===== src/hw/ldc_pkg.sv =====
// Constants and carrier types for the LED driver converter control block.
// Assumes a 100 MHz system clock.
package ldc_pkg;
  localparam int CLK_MHZ       = 100;
  localparam int SYNC_FMIN_KHZ = 300;
  localparam int SYNC_FMAX_KHZ = 2200;
  localparam int SYNC_PMIN_CYC = (CLK_MHZ * 1000) / SYNC_FMAX_KHZ;
  localparam int SYNC_PMAX_CYC = (CLK_MHZ * 1000 + SYNC_FMIN_KHZ - 1) / SYNC_FMIN_KHZ;
  localparam int SYNC_LOCK_EDGES = 4;
  localparam int SS_DELAY_US   = 256;
  localparam int SS_PERIOD_US  = 1000;
  localparam int SS_DEV_TENTHS = 30;
  localparam int SS_STEP_CYC   = (SS_PERIOD_US * CLK_MHZ) / (4 * SS_DEV_TENTHS);
  localparam int ILIM_MS       = 1500;
  localparam int RECOV_MS      = 100;
  localparam int EN_SHORT_US   = 20;
  localparam int EN_SHORT_CYC  = EN_SHORT_US * CLK_MHZ;
  localparam int GATE_MAX_UA   = 230;
  localparam int START_PCT     = 88;
  localparam logic [11:0] RNG1_TOP_KHZ = 12'h1e0;
  localparam logic [11:0] RNG2_TOP_KHZ = 12'h47e;
  localparam logic [11:0] RNG3_TOP_KHZ = 12'h672;
  localparam logic [7:0] TOFF_R1_NS  = 8'h96;
  localparam logic [7:0] TOFF_R2_NS  = 8'h3c;
  localparam logic [7:0] TOFF_R34_NS = 8'h28;
  localparam logic [6:0] BLANK_NS    = 7'h5f;
  localparam logic [6:0] BLANK_R4_NS = 7'h46;

  typedef enum logic [1:0] {
    ST_STBY = 2'b00,
    ST_INIT = 2'b01,
    ST_ACT  = 2'b11,
    ST_REC  = 2'b10
  } ldc_state_t;

  typedef enum logic [1:0] {
    SM_STATIC = 2'b00,
    SM_EXT    = 2'b01,
    SM_HOLD   = 2'b11
  } ldc_sync_t;

  typedef struct packed {
    logic ovp;
    logic uvlo;
    logic ocp;
    logic over_temperature_fault;
  } ldc_faults_t;

  typedef struct packed {
    logic              conv_en;
    logic              ext_sync;
    logic              spread_en;
    logic signed [6:0] ss_offset;
    logic [1:0]        range;
    logic [7:0]        min_off_ns;
    logic [6:0]        blank_ns;
    logic              ilim_high;
    logic [6:0]        start_pct;
  } ldc_dcdc_t;
endpackage : ldc_pkg


===== src/hw/ldc_ctrl.sv =====
// Control logic of a two-channel LED driver with an integrated DC-DC converter.
// Pins arrive asynchronously; analog comparators and the converter power stage sit outside.
// Overview of operation
// Lock switching to external 300 kHz..2.2 MHz clock.
// Sync lost: keep switching at resistor frequency.
// Lost with sync low: no spread, immediately.
// Lost with sync high: spread after 256 us.
// Static low/high sets spread; toggling selects sync.
// Spread modulates plus/minus 3% at 1 kHz.
// External sync forces spread spectrum off.
// Host sync is 1.2..1.5 times resistor frequency.
// Frequency picks off time and blanking set.
// Limit 2 A, boosted 2.5 A for 1.5 s.
// Continuous overload alternates limits every 1.5 s.
// Grounded sinks found at start-up, then disabled.
// Sink pattern follows input PWM directly.
// Host PWM lies between 100 Hz and 20 kHz.
// Shortest PWM on/off interval is 0.5 us.
// Start at 88 percent, then adapt output.
// Ramp power FET gate current to 230 uA.
// Shutdown switches the power FET off.
// Recovery state switches the power FET off.
// Enable pin high enables the device.
// Detect faults, signal on open-drain fault output.
// Recovery 100 ms, then active if fault gone.
// Sync qualified after several in-range edge periods.
module ldc_ctrl
  import ldc_pkg::*;
#(
  parameter int SS_DELAY_CYC  = SS_DELAY_US * CLK_MHZ,
  parameter int ILIM_CYC      = ILIM_MS * 1000 * CLK_MHZ,
  parameter int RECOV_CYC     = RECOV_MS * 1000 * CLK_MHZ,
  parameter int GATE_STEP_CYC = 100
) (
  // Clock, reset, clock enable.
  input  wire logic        clk,
  input  wire logic        sys_rst,
  input  wire logic        clk_en,
  // Host pins.
  input  wire logic        io_supply_enable_input,
  input  wire logic        pwm_in,
  input  wire logic        sync_in,
  // Analog status inputs.
  input  wire ldc_faults_t fault_in,
  input  wire logic        vin_above_vgs,
  input  wire logic        ilim_reached,
  input  wire logic [1:0]  sink_grounded,
  input  wire logic [1:0]  open_led,
  input  wire logic [1:0]  short_led,
  input  wire logic [11:0] fsw_khz,
  // Converter and sink controls.
  output ldc_dcdc_t        dcdc,
  output logic             led_sink_one,
  output logic             led_sink_two,
  output logic [1:0]       sink_disabled,
  output logic [7:0]       power_fet_gate_control,
  // Open-drain fault pin.
  output logic             fault_pin_out,
  output logic             fault_pin_oe
);
  if (SS_DELAY_CYC < 1 || ILIM_CYC < 1 || RECOV_CYC < 1 || GATE_STEP_CYC < 1) begin : g_chk
    $error("ldc_ctrl: timing parameters must be at least one cycle.");
  end

  logic [6:0] meta_ff;
  logic [6:0] pin_ff;
  logic       sync_prev_ff;
  logic       en_s;
  logic       pwm_s;
  logic       sync_s;
  logic       sync_edge;
  ldc_faults_t flt_s;
  logic       any_flt;

  // Two-flop synchronisers for the enable, PWM, sync and fault pins; the other analog status inputs are used directly.
  always_ff @(posedge clk) begin
    if (sys_rst) begin
      meta_ff      <= 7'h00;
      pin_ff       <= 7'h00;
      sync_prev_ff <= 1'b0;
    end else if (clk_en) begin
      meta_ff      <= {io_supply_enable_input, pwm_in, sync_in, fault_in};
      pin_ff       <= meta_ff;
      sync_prev_ff <= pin_ff[4];
    end
  end
  assign en_s      = pin_ff[6];
  assign pwm_s     = pin_ff[5];
  assign sync_s    = pin_ff[4];
  assign flt_s     = pin_ff[3:0];
  assign any_flt   = |flt_s;
  assign sync_edge = sync_s & ~sync_prev_ff;

  // Device state.
  ldc_state_t state_ff;
  logic [31:0] en_low_cnt_ff;
  logic [31:0] rec_cnt_ff;
  always_ff @(posedge clk) begin
    if (sys_rst) begin
      state_ff      <= ST_STBY;
      en_low_cnt_ff <= '0;
      rec_cnt_ff    <= '0;
    end else if (clk_en) begin
      en_low_cnt_ff <= en_s ? 32'h0 : en_low_cnt_ff + 32'h1;
      unique case (state_ff)
        ST_STBY: if (en_s) state_ff <= ST_INIT;
        ST_INIT: state_ff <= any_flt ? ST_REC : ST_ACT;
        ST_ACT: begin
          if (en_low_cnt_ff >= EN_SHORT_CYC) state_ff <= ST_STBY;
          else if (any_flt) state_ff <= ST_REC;
        end
        ST_REC: begin
          if (en_low_cnt_ff >= EN_SHORT_CYC) state_ff <= ST_STBY;
          else if (rec_cnt_ff >= RECOV_CYC - 1 && !any_flt) state_ff <= ST_ACT;
        end
      endcase
      rec_cnt_ff <= (state_ff == ST_REC && rec_cnt_ff < RECOV_CYC - 1) ? rec_cnt_ff + 32'h1
                  : (state_ff == ST_REC) ? rec_cnt_ff : 32'h0;
    end
  end

  // Grounded sinks are latched at start-up; LED faults are sticky per string.
  logic [1:0] grounded_ff;
  logic [1:0] led_fail_ff;
  always_ff @(posedge clk) begin
    if (sys_rst) begin
      grounded_ff <= 2'b00;
      led_fail_ff <= 2'b00;
    end else if (clk_en) begin
      if (state_ff == ST_INIT) grounded_ff <= sink_grounded;
      led_fail_ff <= ((open_led | short_led) & ~grounded_ff & {2{state_ff == ST_ACT}})
                   | (led_fail_ff & {2{en_s}});
    end
  end

  // Sync input classification.
  ldc_sync_t   sm_ff;
  logic [8:0]  per_cnt_ff;
  logic [2:0]  good_ff;
  logic [31:0] hold_cnt_ff;
  logic        ss_static_ff;
  logic        in_range;
  logic        lost;
  assign in_range = per_cnt_ff >= 9'(SYNC_PMIN_CYC) && per_cnt_ff <= 9'(SYNC_PMAX_CYC);
  assign lost     = per_cnt_ff > 9'(SYNC_PMAX_CYC);
  always_ff @(posedge clk) begin
    if (sys_rst) begin
      sm_ff        <= SM_STATIC;
      per_cnt_ff   <= '0;
      good_ff      <= '0;
      hold_cnt_ff  <= '0;
      ss_static_ff <= 1'b0;
    end else if (clk_en) begin
      if (sync_edge) per_cnt_ff <= 9'h001;
      else if (!lost) per_cnt_ff <= per_cnt_ff + 9'h001;
      if (sync_edge) good_ff <= in_range ? (good_ff == 3'(SYNC_LOCK_EDGES) ? good_ff
                                             : good_ff + 3'h1) : 3'h0;
      else if (lost) good_ff <= 3'h0;
      if (lost) ss_static_ff <= sync_s;
      unique case (sm_ff)
        SM_STATIC: if (good_ff == 3'(SYNC_LOCK_EDGES)) sm_ff <= SM_EXT;
        SM_EXT: if (lost || (sync_edge && !in_range)) begin
          sm_ff       <= sync_s ? SM_HOLD : SM_STATIC;
          hold_cnt_ff <= 32'h0;
        end
        SM_HOLD: begin
          hold_cnt_ff <= hold_cnt_ff + 32'h1;
          if (!sync_s || sync_edge) sm_ff <= SM_STATIC;
          else if (hold_cnt_ff >= SS_DELAY_CYC - 1) sm_ff <= SM_STATIC;
        end
        default: sm_ff <= SM_STATIC;
      endcase
    end
  end

  // Triangle spread-spectrum offset in tenths of a percent.
  logic [31:0]       ss_cnt_ff;
  logic signed [6:0] ss_off_ff;
  logic              ss_up_ff;
  always_ff @(posedge clk) begin
    if (sys_rst) begin
      ss_cnt_ff <= '0;
      ss_off_ff <= '0;
      ss_up_ff  <= 1'b1;
    end else if (clk_en) begin
      if (ss_cnt_ff >= SS_STEP_CYC - 1) begin
        ss_cnt_ff <= 32'h0;
        if (ss_up_ff && ss_off_ff >= 7'(SS_DEV_TENTHS - 1)) ss_up_ff <= 1'b0;
        if (!ss_up_ff && ss_off_ff <= 7'(1 - SS_DEV_TENTHS)) ss_up_ff <= 1'b1;
        ss_off_ff <= ss_up_ff ? ss_off_ff + 7'sh01 : ss_off_ff - 7'sh01;
      end else begin
        ss_cnt_ff <= ss_cnt_ff + 32'h1;
      end
    end
  end

  // Switch current limit boost and cool-down.
  logic [31:0] ilim_cnt_ff;
  logic        ilim_high_ff;
  logic        ilim_cool_ff;
  always_ff @(posedge clk) begin
    if (sys_rst) begin
      ilim_cnt_ff  <= '0;
      ilim_high_ff <= 1'b0;
      ilim_cool_ff <= 1'b0;
    end else if (clk_en) begin
      if (ilim_high_ff || ilim_cool_ff) begin
        if (ilim_cnt_ff >= ILIM_CYC - 1) begin
          ilim_cnt_ff  <= 32'h0;
          ilim_cool_ff <= ilim_high_ff;
          ilim_high_ff <= 1'b0;
        end else begin
          ilim_cnt_ff <= ilim_cnt_ff + 32'h1;
        end
      end else if (ilim_reached && state_ff == ST_ACT) begin
        ilim_high_ff <= 1'b1;
      end
    end
  end

  // Registered outputs.
  ldc_dcdc_t  nxt_dcdc;
  logic [7:0] gate_ff;
  logic [31:0] gate_cnt_ff;
  logic       on;
  assign on = state_ff == ST_ACT;
  always_comb begin
    nxt_dcdc           = '0;
    nxt_dcdc.conv_en   = on;
    nxt_dcdc.ext_sync  = sm_ff == SM_EXT;
    nxt_dcdc.spread_en = sm_ff == SM_STATIC && ss_static_ff;
    nxt_dcdc.ss_offset = nxt_dcdc.spread_en ? ss_off_ff : 7'sh00;
    nxt_dcdc.ilim_high = ilim_high_ff;
    nxt_dcdc.start_pct = 7'(START_PCT);
    nxt_dcdc.blank_ns  = BLANK_NS;
    if (fsw_khz < RNG1_TOP_KHZ) begin
      nxt_dcdc.range      = 2'h0;
      nxt_dcdc.min_off_ns = TOFF_R1_NS;
    end else if (fsw_khz < RNG2_TOP_KHZ) begin
      nxt_dcdc.range      = 2'h1;
      nxt_dcdc.min_off_ns = TOFF_R2_NS;
    end else if (fsw_khz < RNG3_TOP_KHZ) begin
      nxt_dcdc.range      = 2'h2;
      nxt_dcdc.min_off_ns = TOFF_R34_NS;
    end else begin
      nxt_dcdc.range      = 2'h3;
      nxt_dcdc.min_off_ns = TOFF_R34_NS;
      nxt_dcdc.blank_ns   = BLANK_R4_NS;
    end
  end

  always_ff @(posedge clk) begin
    if (sys_rst) begin
      dcdc          <= '0;
      led_sink_one  <= 1'b0;
      led_sink_two  <= 1'b0;
      sink_disabled <= 2'b00;
      fault_pin_oe  <= 1'b0;
    end else if (clk_en) begin
      dcdc          <= nxt_dcdc;
      led_sink_one  <= pwm_s & on & en_s & ~grounded_ff[0] & ~led_fail_ff[0];
      led_sink_two  <= pwm_s & on & en_s & ~grounded_ff[1] & ~led_fail_ff[1];
      sink_disabled <= grounded_ff | led_fail_ff;
      fault_pin_oe  <= state_ff == ST_REC || (|led_fail_ff);
    end
  end
  assign fault_pin_out = 1'b0;

  always_ff @(posedge clk) begin
    if (sys_rst) begin
      gate_ff     <= '0;
      gate_cnt_ff <= '0;
    end else if (clk_en) begin
      if (state_ff == ST_STBY || state_ff == ST_REC || !vin_above_vgs) begin
        gate_ff     <= 8'h00;
        gate_cnt_ff <= 32'h0;
      end else if (gate_cnt_ff >= GATE_STEP_CYC - 1) begin
        gate_cnt_ff <= 32'h0;
        if (gate_ff < 8'(GATE_MAX_UA)) gate_ff <= gate_ff + 8'h01;
      end else begin
        gate_cnt_ff <= gate_cnt_ff + 32'h1;
      end
    end
  end
  assign power_fet_gate_control = gate_ff;
endmodule : ldc_ctrl


===== config.mk =====
export PLATFORM = sky130hd
export DESIGN_NAME = ldc_ctrl
export DESIGN_NICKNAME = d
export VERILOG_FILES = /design/src/hw/ldc_pkg.sv /design/src/hw/ldc_ctrl.sv
export SDC_FILE = /design/constraint.sdc
export NUM_CORES = 1
export LEC_CHECK = 0
export BUFFER_PORTS_ARGS = -buffer_cell sky130_fd_sc_hd__buf_2
export CORE_UTILIZATION = 28
export CTS_CLUSTER_SIZE = 40
export DETAILED_ROUTE_END_ITERATION = 16
export PLACE_DENSITY = 0.4
export SETUP_SLACK_MARGIN = 0.1
export SLEW_MARGIN = 20
export SYNTH_ARGS = -nofsm -noshare
export SYNTH_HDL_FRONTEND = slang
export SYNTH_SLANG_ARGS = --single-unit
export TNS_END_PERCENT = 10

===== constraint.sdc =====
create_clock -name clk -period 2.22 [get_ports clk]
set_input_delay 0.222 -clock clk [delete_from_list [all_inputs] [get_ports clk]]
set_output_delay 0.222 -clock clk [all_outputs]
set_load 0.01 [all_outputs]

Yosys cells after proc, flatten, opt, wreduce, memory -nomap -nowiden --
Cells that the tools add are included.
Storage, ports and cells: register bits 280, bits in latches 0, RAM bits 0, memory bits (read-only) 0, input port bits 30, output and inout bits 49, logic and storage cells 183, memories 0
Operators by class: $add $sub $neg 11, multipliers 0, div/mod/pow operators 0, magnitude comparators 16, eq/ne operators 16, shift-type cells 0, mux-type cells 44, bitwise operators 19, reduce and logical (&&, ||, !) cells 43
Operator list (count):
- 2-to-1 mux 32 bit | 8
- adder 32 x 1 -> 32 bit (second input constant) | 6
- case mux 32 bit (2 select lines) | 1
- >= comparator 32 x 10 -> 1 bit (second input constant) | 1
- >= comparator 32 x 11 -> 1 bit (second input constant) | 1
- >= comparator 32 x 15 -> 1 bit (second input constant) | 1
- >= comparator 32 x 24 -> 1 bit (second input constant) | 1
- >= comparator 32 x 28 -> 1 bit (second input constant) | 1
- >= comparator 32 x 7 -> 1 bit (second input constant) | 1
- < comparator 32 x 24 -> 1 bit (second input constant) | 1
- 2-to-1 mux 9 bit | 3
- < comparator 12 x 11 -> 1 bit (second input constant) | 2
- 2-to-1 mux 8 bit | 3
- 2-to-1 mux 10 bit | 2
- 2-to-1 mux 2 bit | 10
- AND reduction 3 bit | 6
- 2-to-1 mux 5 bit | 3
- 2-to-1 mux 7 bit | 2
- < comparator 12 x 9 -> 1 bit (second input constant) | 1
- 2-to-1 mux 3 bit | 4
- AND reduction 2 bit | 6
- nonzero test 2 bit | 6
- adder 9 x 1 -> 9 bit (second input constant) | 1
- >= comparator 9 x 6 -> 1 bit (second input constant) | 1
- other kinds (31) | 77

Longest topological paths before layout --
Gate-level depths: netlist of run 1.
word-level depth 7, gate-level depth with buffers 10

Worst setup path before layout of run 1 --
OpenSTA, ideal clock, no wires.
path kind register to register, start point register rec_cnt_ff[0], end point register rec_cnt_ff[15], setup time 0.070 ns, data arrival time 2.109 ns, setup slack 0.040 ns, cell stages (with the launch flop) 10, clock period less this slack 2.180 ns, path through dfxtp_1 > ha_1 > and4_1 > buf_4 > a31oi_1 > nor4b_2 > o211a_1 > buf_6 > or4_1 > a21oi_1
On the way: word-level cells in the longest chain between the ends 4, elaborated cells on any way between the ends 6, classes of those cells 1 x add/sub; 1 x order compare; 1 x eq/ne; 1 x mux; 2 x reduce/logical
Ends and longest elaborated chain:
- start, declared | line ldc_ctrl.sv:97 | logic [31:0] rec_cnt_ff;
- start signal, assigned | line ldc_ctrl.sv:117 | rec_cnt_ff <= (state_ff == ST_REC && rec_cnt_ff < RECOV_CYC - 1) ? rec_cnt_ff + 32'h1
- < comparator 32 x 24 -> 1 bit | line ldc_ctrl.sv:117
- logical AND 1 bit | line ldc_ctrl.sv:117
- inequality test 2 bit (no source line)
- AND reduction 2 bit (no source line)
Parallel ways exist; a longest one is shown, timed or not. A chain may end at the register's enable or synchronous reset.

Final worst setup path of run 1 --
start point register rec_cnt_ff[28], end point register rec_cnt_ff[22]
On the way: word-level cells in the longest chain between the ends 4, elaborated cells on any way between the ends 5, classes of those cells 1 x order compare; 1 x eq/ne; 1 x mux; 2 x reduce/logical
Ends and longest elaborated chain (line):
- < comparator 32 x 24 -> 1 bit * | ldc_ctrl.sv:117
- logical AND 1 bit * | ldc_ctrl.sv:117
- inequality test 2 bit (no source line)
- AND reduction 2 bit (no source line)
Every way passes the cells marked *; elsewhere a longest branch is shown, timed or not.

==> results of run 1 <==
## logic make-up (layout without fill, tap and decap cells)
family          Yosys count  in the layout  share of synthesized area [%]
xor+xnor                112            112                           8.06
other cells               1              8                         0.0308
mux                      28             28                           2.31
buf+inv                  97            229                           3.76
compound gates          217            217                           10.7
fa+ha+maj                20             20                           2.12
simple gates            692            692                           28.7
flops                   269            269                           44.3
## worst max-delay path, stage by stage, from the launching register on
cell     delay (ns)
dfxtp_2        0.33
nor4_4         0.30
nand4_1        0.14
or2_1          0.28
o211a_4        0.26
buf_12         0.13
or4_4          0.51
a21oi_2        0.13
## how the worst max path moves through the flow
stage               cells past startpoint  slack, ns              to
floorplan                               9       0.06  hold_cnt_ff[2]
global placement                        7      -0.04   rec_cnt_ff[9]
detailed placement                      7      -0.02   rec_cnt_ff[9]
CTS                                     7       0.06   rec_cnt_ff[9]
global route                            7      -0.01  rec_cnt_ff[22]
finish                                  7       0.07  rec_cnt_ff[22]
## stage by stage
stage	hold slack (ns)	setup slack [ns]	total power [mW]	utilization, %
finish	0.0803	0.0708	10.5	34.5
global route	0.0681	-0.0128	11.0	34.5
CTS	0.0429	0.0570	10.7	34.1
detailed placement	0.459	-0.0231	5.39	31.4
global placement	0.446	-0.0361	5.39	31.4
floorplan	0.366	0.0603	5.24	-
## routing by layer
layer | vias up | global-route usage (%) | wire (um)
li1 | 5317 | - | -
met1 | 4718 | 18.6 | 15400
met2 | 132 | 20.5 | 12600
met3 | 38 | 2.50 | 1070
met4 | 0 | 5.02 | 642
met5 | - | 0 | 0
## registers in the layout, summed over array words and instances, names as in the netlist, 2 cells and up
name,flops
en_low_cnt_ff,32
gate_cnt_ff,32
hold_cnt_ff,32
ilim_cnt_ff,32
rec_cnt_ff,32
ss_cnt_ff,32
dcdc,18
per_cnt_ff,9
power_fet_gate_control,8
meta_ff,7
pin_ff,7
ss_off_ff,7
good_ff,3
grounded_ff,2
led_fail_ff,2
sink_disabled,2
sm_ff,2
state_ff,2
## report_power, final
| group | internal, mW | switching, mW |
|---|---|---|
| clock | 3.12 | 2.06 |
| sequential | 4.87 | 0.0331 |
| combinational | 0.150 | 0.253 |
## timing repair
| action | in CTS | in global routing |
|---|---|---|
| hold endpoints to repair | 10 | 0 |
| gates resized for setup | 4 | 23 |
| setup endpoints to repair | 42 | 53 |
| cloned | 0 | 2 |
| hold buffers | 10 | 0 |
| buffers inserted | 0 | 4 |
| pin swaps | 8 | 13 |
## final cells by class
class / count / area, sq um
clock buffers: 50 / 1010
multi-input cells: 1077 / 6470
fillers: 4554 / 28200
clock inverters: 3 / 18.8
inverters: 25 / 93.8
repair buffers: 151 / 1090
flip-flops and latches: 269 / 5390
well taps: 585 / 732
## placed cells by master, fill, tap and decap left out, types with 14 or more instances in the layout
cell and n:
buf_4 64, and4_1 14, clkbuf_16 36, xor2_1 59, inv_1 23, and2_1 20
nand4_1 51, nand3_1 58, a31oi_1 18, nor2_1 238, o21ai_0 43, nor4_1 33
nand2_1 102, xnor2_1 53, dfxtp_1 265, a21oi_1 85, or3_1 31, and3_1 46
ha_1 18, nor3_1 39, buf_2 67, mux2i_1 27
==> results_dict.tcl, run 1 <==
set metrics [dict create \
    ys_seq_elements 269 \
    finalSetupTns_ns 0 \
    min-delay-start "fsw_khz[10]" \
    drt_iter0_markers 436 \
    fin_crit_ns 2.15 \
    ir_drop_mv 0.456 \
    report.final.slew_viol_count 0 \
    async_reset_ff_share_pct 0 \
    relSlewSlack_pct 51.7 \
    fmaxAchievable_mhz 465 \
    hold_violations 0 \
    p_per_area_nw_per_um2 707 \
    yosysWarnings 0 \
    synth_area_leaders "dfxtp_1, nor2_1, xor2_1" \
    cts.sinks 269 \
    pin_count 79 \
    grt_start_max_net_pins 55 \
    antenna_found_initial 0 \
    clockRootBuffer "clkbuf_16" \
    fin_cells 2160 \
    start_util_pct 28.3 \
    path_class "reg2reg" \
    synthCells 1436 \
    worstPathRequired_ns 2.67 \
    tightestPinTransition_ns 0.719 \
    finalCritPeriodShare_pct 96.8 \
    finalSetupViolCount 0 \
    post-synth-top-count-cell "dfxtp_1" \
    synth_flop_cell "dfxtp_1" \
    hold_class "in2reg" \
    h-tree-depth 2 \
    vias 10200 \
    rsz0062_at_grt "yes" \
    rr_worst_depth 7 \
    startpoint "rec_cnt_ff[28]" \
    crit_path_start_kind "register" \
    ys_top_cells_by_count "dfxtp_1, nor2_1, nand2_1" \
    cp_max_fo 8 \
    placed_area_sq_um 13500 \
    r2r-start "rec_cnt_ff[28]" \
    fp.dieH_um 210 \
    grt_pass1_vias 9436 \
    synthToLayoutAreaGrowth_pct 21.8 \
    yosysSeqAreaShare_pct 44.3 \
    syn_area_per_cell_sq_um 8.47 \
    holdPathEnd "dcdc[12]" \
    hold_depth 3 \
    synth_edf_count 0 \
    max-cap-violations 0 \
    placed_cells 2091 \
    skew_ns 0.0168 \
    yosysTopAreaCell "dfxtp_1" \
    antenna_left 0 \
    core_area_sq_um 43000 \
    num_rows 76 \
    cts_inserted_buffers 34 \
    drt-total-wl_um 29700 \
    synth_top_area_share_pct 44.3 \
    grt_pass1_wl_um 48500 \
    drc 0 \
    clkTransAtPathRegs_ns 0.05 \
    grt-ovfl-total 0 \
    endpoint_kind "register" \
    status "complete, no violations" \
    power_leakage_nw 5.56 \
    clockBufferDepth 3 \
    dr.pass1.iters 6 \
    die_w_um 210 \
    die-area_sq_um 44300 \
    dpl.hpwl_um 19800 \
    netlist_area_sq_um 12200 \
    final_area_sq_um 14800 \
    antenna_cells 0 \
    io_buffers 69 \
    vias_per_cell 4.72 \
    cts_tree "built" \
    routabilityCongestion 0.747 \
    routedWlPerCell_um 13.8 \
    drive_gt1_share_pct 14.4 \
    cp.arrival_ns 2.60 \
    ys_types 68 \
    rr_endpoint "rec_cnt_ff[22]" \
    r2r_slack_ns 0.07 \
    nets 1608 \
    clock_latency_ns 0.53 \
    track_usage_pct 13.4 \
]
Note: power is estimated with default switching activity, not from simulation.
==> run 2: changes to the inputs <==
CORE_MARGIN = 3   (was not set)
==> results_dict.tcl, run 2 (synthesis results as in run 1) <==
set metrics [dict create \
    skew_ns 0.0175 \
    grt-ovfl-total 0 \
    finalCritPeriodShare_pct 96.7 \
    clock_latency_ns 0.53 \
    grt_pass1_vias 9864 \
    num_rows 75 \
    worstPathRequired_ns 2.67 \
    fin_crit_ns 2.15 \
    drive_gt1_share_pct 16.2 \
    final_common_cell "dfxtp_1" \
    hold_violations 0 \
    grt_start_max_net_pins 50 \
    path_delay_family "simple AND/OR/NAND/NOR gates" \
    cp.arrival_ns 2.59 \
    rr_worst_depth 7 \
    hold_ws_ns 0.0757 \
    p_per_area_nw_per_um2 725 \
    clockBufferDepth 3 \
    cp_slowest_stage_delay_ns 0.51 \
    antenna_cells 0 \
    rr_endpoint "rec_cnt_ff[21]" \
    p_clk_share_pct 51.6 \
    p_sw_mw 2.38 \
    utilization_pct 35.6 \
    setup_ws_ns 0.0731 \
    routedWlPerCell_um 14.0 \
    power.internal_mw 8.59 \
    clkTransAtPathRegs_ns 0.06 \
    cts_inserted_buffers 34 \
    track_usage_pct 12.8 \
    placed_area_sq_um 13500 \
    crit_path_start_kind "register" \
    seqPwrFrac_pct 44.7 \
    holdPathEnd "dcdc[12]" \
    io_buffers 69 \
    dp_slack_ns -0.191 \
    final_area_sq_um 15100 \
    vias_per_cell 4.74 \
    power_leakage_nw 5.71 \
    dpl.hpwl_um 20400 \
    drt_iter0_markers 361 \
    swShare_pct 21.7 \
    dr.pass1.iters 5 \
    die_w_um 214 \
    relSlewSlack_pct 59.2 \
    r2r-start "rec_cnt_ff[31]" \
    ir_drop_mv 0.399 \
    report.final.slew_viol_count 0 \
    hold_depth 3 \
    nets 1626 \
    hold_class "in2reg" \
    routabilityCongestion 0.755 \
    cp_max_fo 6 \
    antenna_left 0 \
    synthToLayoutAreaGrowth_pct 24.3 \
    grt_pass1_wl_um 49900 \
    vias 10300 \
    cts.sinks 269 \
    drt-total-wl_um 30400 \
    pin_count 79 \
    max-cap-violations 0 \
    fmaxAchievable_mhz 466 \
    path_class "reg2reg" \
    pwr-share-comb_pct 3.7 \
    rsz0062_at_grt "yes" \
    tightestPinTransition_ns 0.613 \
    min-delay-start "fsw_khz[10]" \
    r2r_slack_ns 0.07 \
    finalSetupViolCount 0 \
    clockRootBuffer "clkbuf_16" \
    drc 0 \
    status "complete, no violations" \
    cpMaxStageDelayCell "or4_4" \
    core_area_sq_um 42400 \
    antenna_found_initial 0 \
    start_util_pct 28.7 \
    cts_tree "built" \
    die-area_sq_um 46000 \
    endpoint_kind "register" \
    crit_chain "nor4_4 > nand4_1 > or2_1 > o211a_4 > buf_6 > or4_4 > a21oi_2" \
    layout_common_cells "dfxtp_1, nor2_1, nand2_1" \
    total_power_mw 11.0 \
    fp.dieH_um 214 \
    path_buf_inv 1 \
    h-tree-depth 2 \
]
[run 2: changes by cell type in the layout (fill, tap and decap cells not counted), moves of 2 or more]
cell       change
buf_4         +19
clkbuf_1       +4
nor4_1         -4
nor4_2         +4
buf_12         -3
dfxtp_2        +3
bufinv_16      +2
clkbuf_16      +2
dfxtp_1        -2
o21ai_0        -2
o21ai_1        +2
[run 2: how the worst max path moves through the flow]
| stage | start | endpoint | slack [ns] | cells after the start |
|---|---|---|---|---|
| 3_5_place_dp | per_cnt_ff[0] | hold_cnt_ff[9] | -0.19 | 8 |
| 3_3_place_gp | per_cnt_ff[1] | hold_cnt_ff[7] | -0.16 | 9 |
| 4_1_cts | per_cnt_ff[0] | hold_cnt_ff[18] | 0.06 | 9 |
| 5_1_grt | rec_cnt_ff[27] | rec_cnt_ff[21] | -0.02 | 7 |
| 2_1_floorplan | per_cnt_ff[0] | hold_cnt_ff[2] | 0.06 | 9 |
| 6_report | rec_cnt_ff[31] | rec_cnt_ff[21] | 0.07 | 7 |
[run 2: layout make-up]
cell class	instances	area, sq um
clock buffers	57	1090
clock inverters	4	70.1
fillers	4458	27300
inverters	25	93.8
multi-input cells	1077	6550
flip-flops and latches	269	5390
well taps	577	722
repair buffers	169	1200
[run 2: layer usage]
| metal | track usage (%) | part of all wire [%] | up-vias |
|---|---|---|---|
| li1 | - | - | 5361 |
| met1 | 18.0 | 51 | 4783 |
| met2 | 19.9 | 43 | 139 |
| met3 | 2.22 | 3.8 | 39 |
| met4 | 4.50 | 2.1 | 0 |
| met5 | 0 | 0 | - |
[run 2: tightest hold or removal path: stages]
cell	delay [ns]
buf_2	0.10
a31o_2	0.16
a211oi_1	0.06
[run 2: what timing repair did]
action	in CTS	in global routing
cloned	0	1
setup buffers	0	10
hold buffers	10	0
hold endpoints to repair	10	0
setup endpoints to repair	34	87
resized for setup	7	41
pin swaps	3	31
[run 2: power groups by stage]
stage               combinational, mW  clock, mW  sequential [mW]
floorplan                       0.234          0             5.00
global placement                0.396          0             5.00
detailed placement              0.397          0             5.00
CTS                             0.412       5.91             4.90
global route                    0.453       6.07             4.90
finish                          0.407       5.66             4.90
[run 2: through the flow]
step                      TNS, ns  cells
final                           0   2178
after global routing      -0.0254   2178
after CTS                       0   2167
after detailed placement    -1.23   2096
after global placement      -1.00   2096
after floorplan                 0   1443
==> run 3: changes to the inputs <==
CTS_CLUSTER_DIAMETER = 150   (was not set)
REMOVE_ABC_BUFFERS = 1   (was not set)
==> results_dict.tcl, run 3 (synthesis results as in run 1) <==
set metrics [dict create \
    final_common_cell "dfxtp_1" \
    finalSetupViolCount 0 \
    relSlewSlack_pct 50.2 \
    power_leakage_nw 5.29 \
    clkTransAtPathRegs_ns 0.15 \
    antenna_left 0 \
    ir_drop_mv 0.456 \
    vias_per_cell 4.78 \
    crit_chain "ha_1 > and4_1 > a31oi_1 > nor4b_2 > o211a_1 > buf_6 > or4_4 > a21oi_2" \
    routedWlPerCell_um 13.5 \
    path_class "reg2reg" \
    pin_count 79 \
    cts_tree "built" \
    synthToLayoutAreaGrowth_pct 18.4 \
    grt_pass1_vias 9957 \
    p_per_area_nw_per_um2 547 \
    grt_pass1_wl_um 48200 \
    io_buffers 69 \
    startpoint "rec_cnt_ff[1]" \
    r2r-start "rec_cnt_ff[1]" \
    antenna_cells 0 \
    cp_max_fo 12 \
    placed_area_sq_um 13500 \
    clock_latency_ns 0.50 \
    num_rows 75 \
    fin_crit_ns 2.17 \
    clockRootBuffer "clkbuf_16" \
    rsz0062_at_grt "yes" \
    h-tree-depth 1 \
    crit_end "rec_cnt_ff[21]" \
    crit_path_start_kind "register" \
    cts.sinks 269 \
    drc 0 \
    cts_inserted_buffers 10 \
    dr.pass1.iters 4 \
    routabilityCongestion 0.725 \
    rr_endpoint "rec_cnt_ff[21]" \
    drt-total-wl_um 28700 \
    nFillCells 4553 \
    cp_slowest_stage_delay_ns 0.51 \
    drive_gt1_share_pct 15.9 \
    status "complete, no violations" \
    layout_common_cells "dfxtp_1, nor2_1, nand2_1" \
    grt-ovfl-total 0 \
    hold_class "in2reg" \
    drt_iter0_markers 447 \
    start_util_pct 28.7 \
    multi_input_area_sq_um 6640 \
    hold_violations 0 \
    seq_area_sq_um 5410 \
    worstPathRequired_ns 2.67 \
    finalCritPeriodShare_pct 97.5 \
    die_w_um 214 \
    finalSetupTns_ns 0 \
    die-area_sq_um 46000 \
    dpl.hpwl_um 19500 \
    endpoint_kind "register" \
    nets 1600 \
    vias 10200 \
    max-cap-violations 0 \
    fmaxAchievable_mhz 462 \
    r2r_slack_ns 0.05 \
    antenna_found_initial 1 \
    track_usage_pct 11.9 \
    report.final.slew_viol_count 0 \
    cp.arrival_ns 2.62 \
    clockBufferDepth 3 \
    final_area_sq_um 14400 \
    cpMaxStageDelayCell "or4_4" \
    grt_start_max_net_pins 78 \
    fp.dieH_um 214 \
    core_area_sq_um 42400 \
    skew_ns 0.0187 \
    rr_worst_depth 8 \
    tightestPinTransition_ns 0.745 \
]
run 3: cell count changes in the layout (fill, tap and decap cells not counted), sizes merged:
cell,change
bufinv,-1
buf,-4
clkbuf,-44
clkinv,-2
inv,+1
run 3: final cells by class:
class | instances | area share [%]
Tap cell | 577 | 5.01
Multi-Input combinational cell | 1077 | 46.1
Timing Repair Buffer | 167 | 8.53
Sequential cell | 269 | 37.5
Clock buffer | 11 | 1.91
Inverter | 25 | 0.669
Clock inverter | 2 | 0.269
run 3: where the power goes:
part	total, mW	leakage, nW	switching [mW]	internal (mW)
combinational	0.408	2.96	0.247	0.161
sequential	4.90	2.18	0.0371	4.86
clock	2.57	0.154	1.54	1.03
run 3: critical path: cells and delay by family, from the launching register on:
family,cells,cell delay (ns)
buf+inv,1,0.15
fa+ha+maj,1,0.19
flops,1,0.36
simple gates,3,0.82
compound gates,3,0.60
run 3: through the flow:
step	hold WS (ns)	cells	utilization, %	setup slack, ns	power [mW]
after floorplan	0.291	1371	-	-1.22	5.16
after global placement	0.449	2093	31.9	-0.102	5.38
after detailed placement	0.458	2093	31.9	-0.106	5.38
after CTS	0.0424	2116	33.0	0.0198	8.04
after global routing	0.0508	2128	34.0	-0.0596	8.26
final	0.0689	2128	34.0	0.0549	7.88
run 3: how the worst min path moves through the flow:
stage                          from         endpoint  cells after the start
floorplan                   sys_rst         dcdc[20]                      1
global placement    ilim_cnt_ff[31]  ilim_cnt_ff[31]                      2
detailed placement     led_sink_one     led_sink_one                      2
CTS                     fsw_khz[10]         dcdc[12]                      3
global route            fsw_khz[10]         dcdc[12]                      3
finish                  fsw_khz[10]         dcdc[12]                      3
run 3: layer usage:
metal	vias up	part of all wire (%)	global-route usage, %
met1	4793	49	15.9
met3	18	3.0	1.71
met5	-	0.045	0
met4	2	0.85	1.66
li1	5275	-	-
met2	91	47	20.8
run 3: what timing repair did:
item                                    CTS  global route
endpoints found under the setup margin   40            88
gates cloned                              0             4
buffers inserted                          0             8
gates resized for setup                   9            73
endpoints found under the hold margin    10             0
hold buffers                             10             0
pin swaps                                 3            39
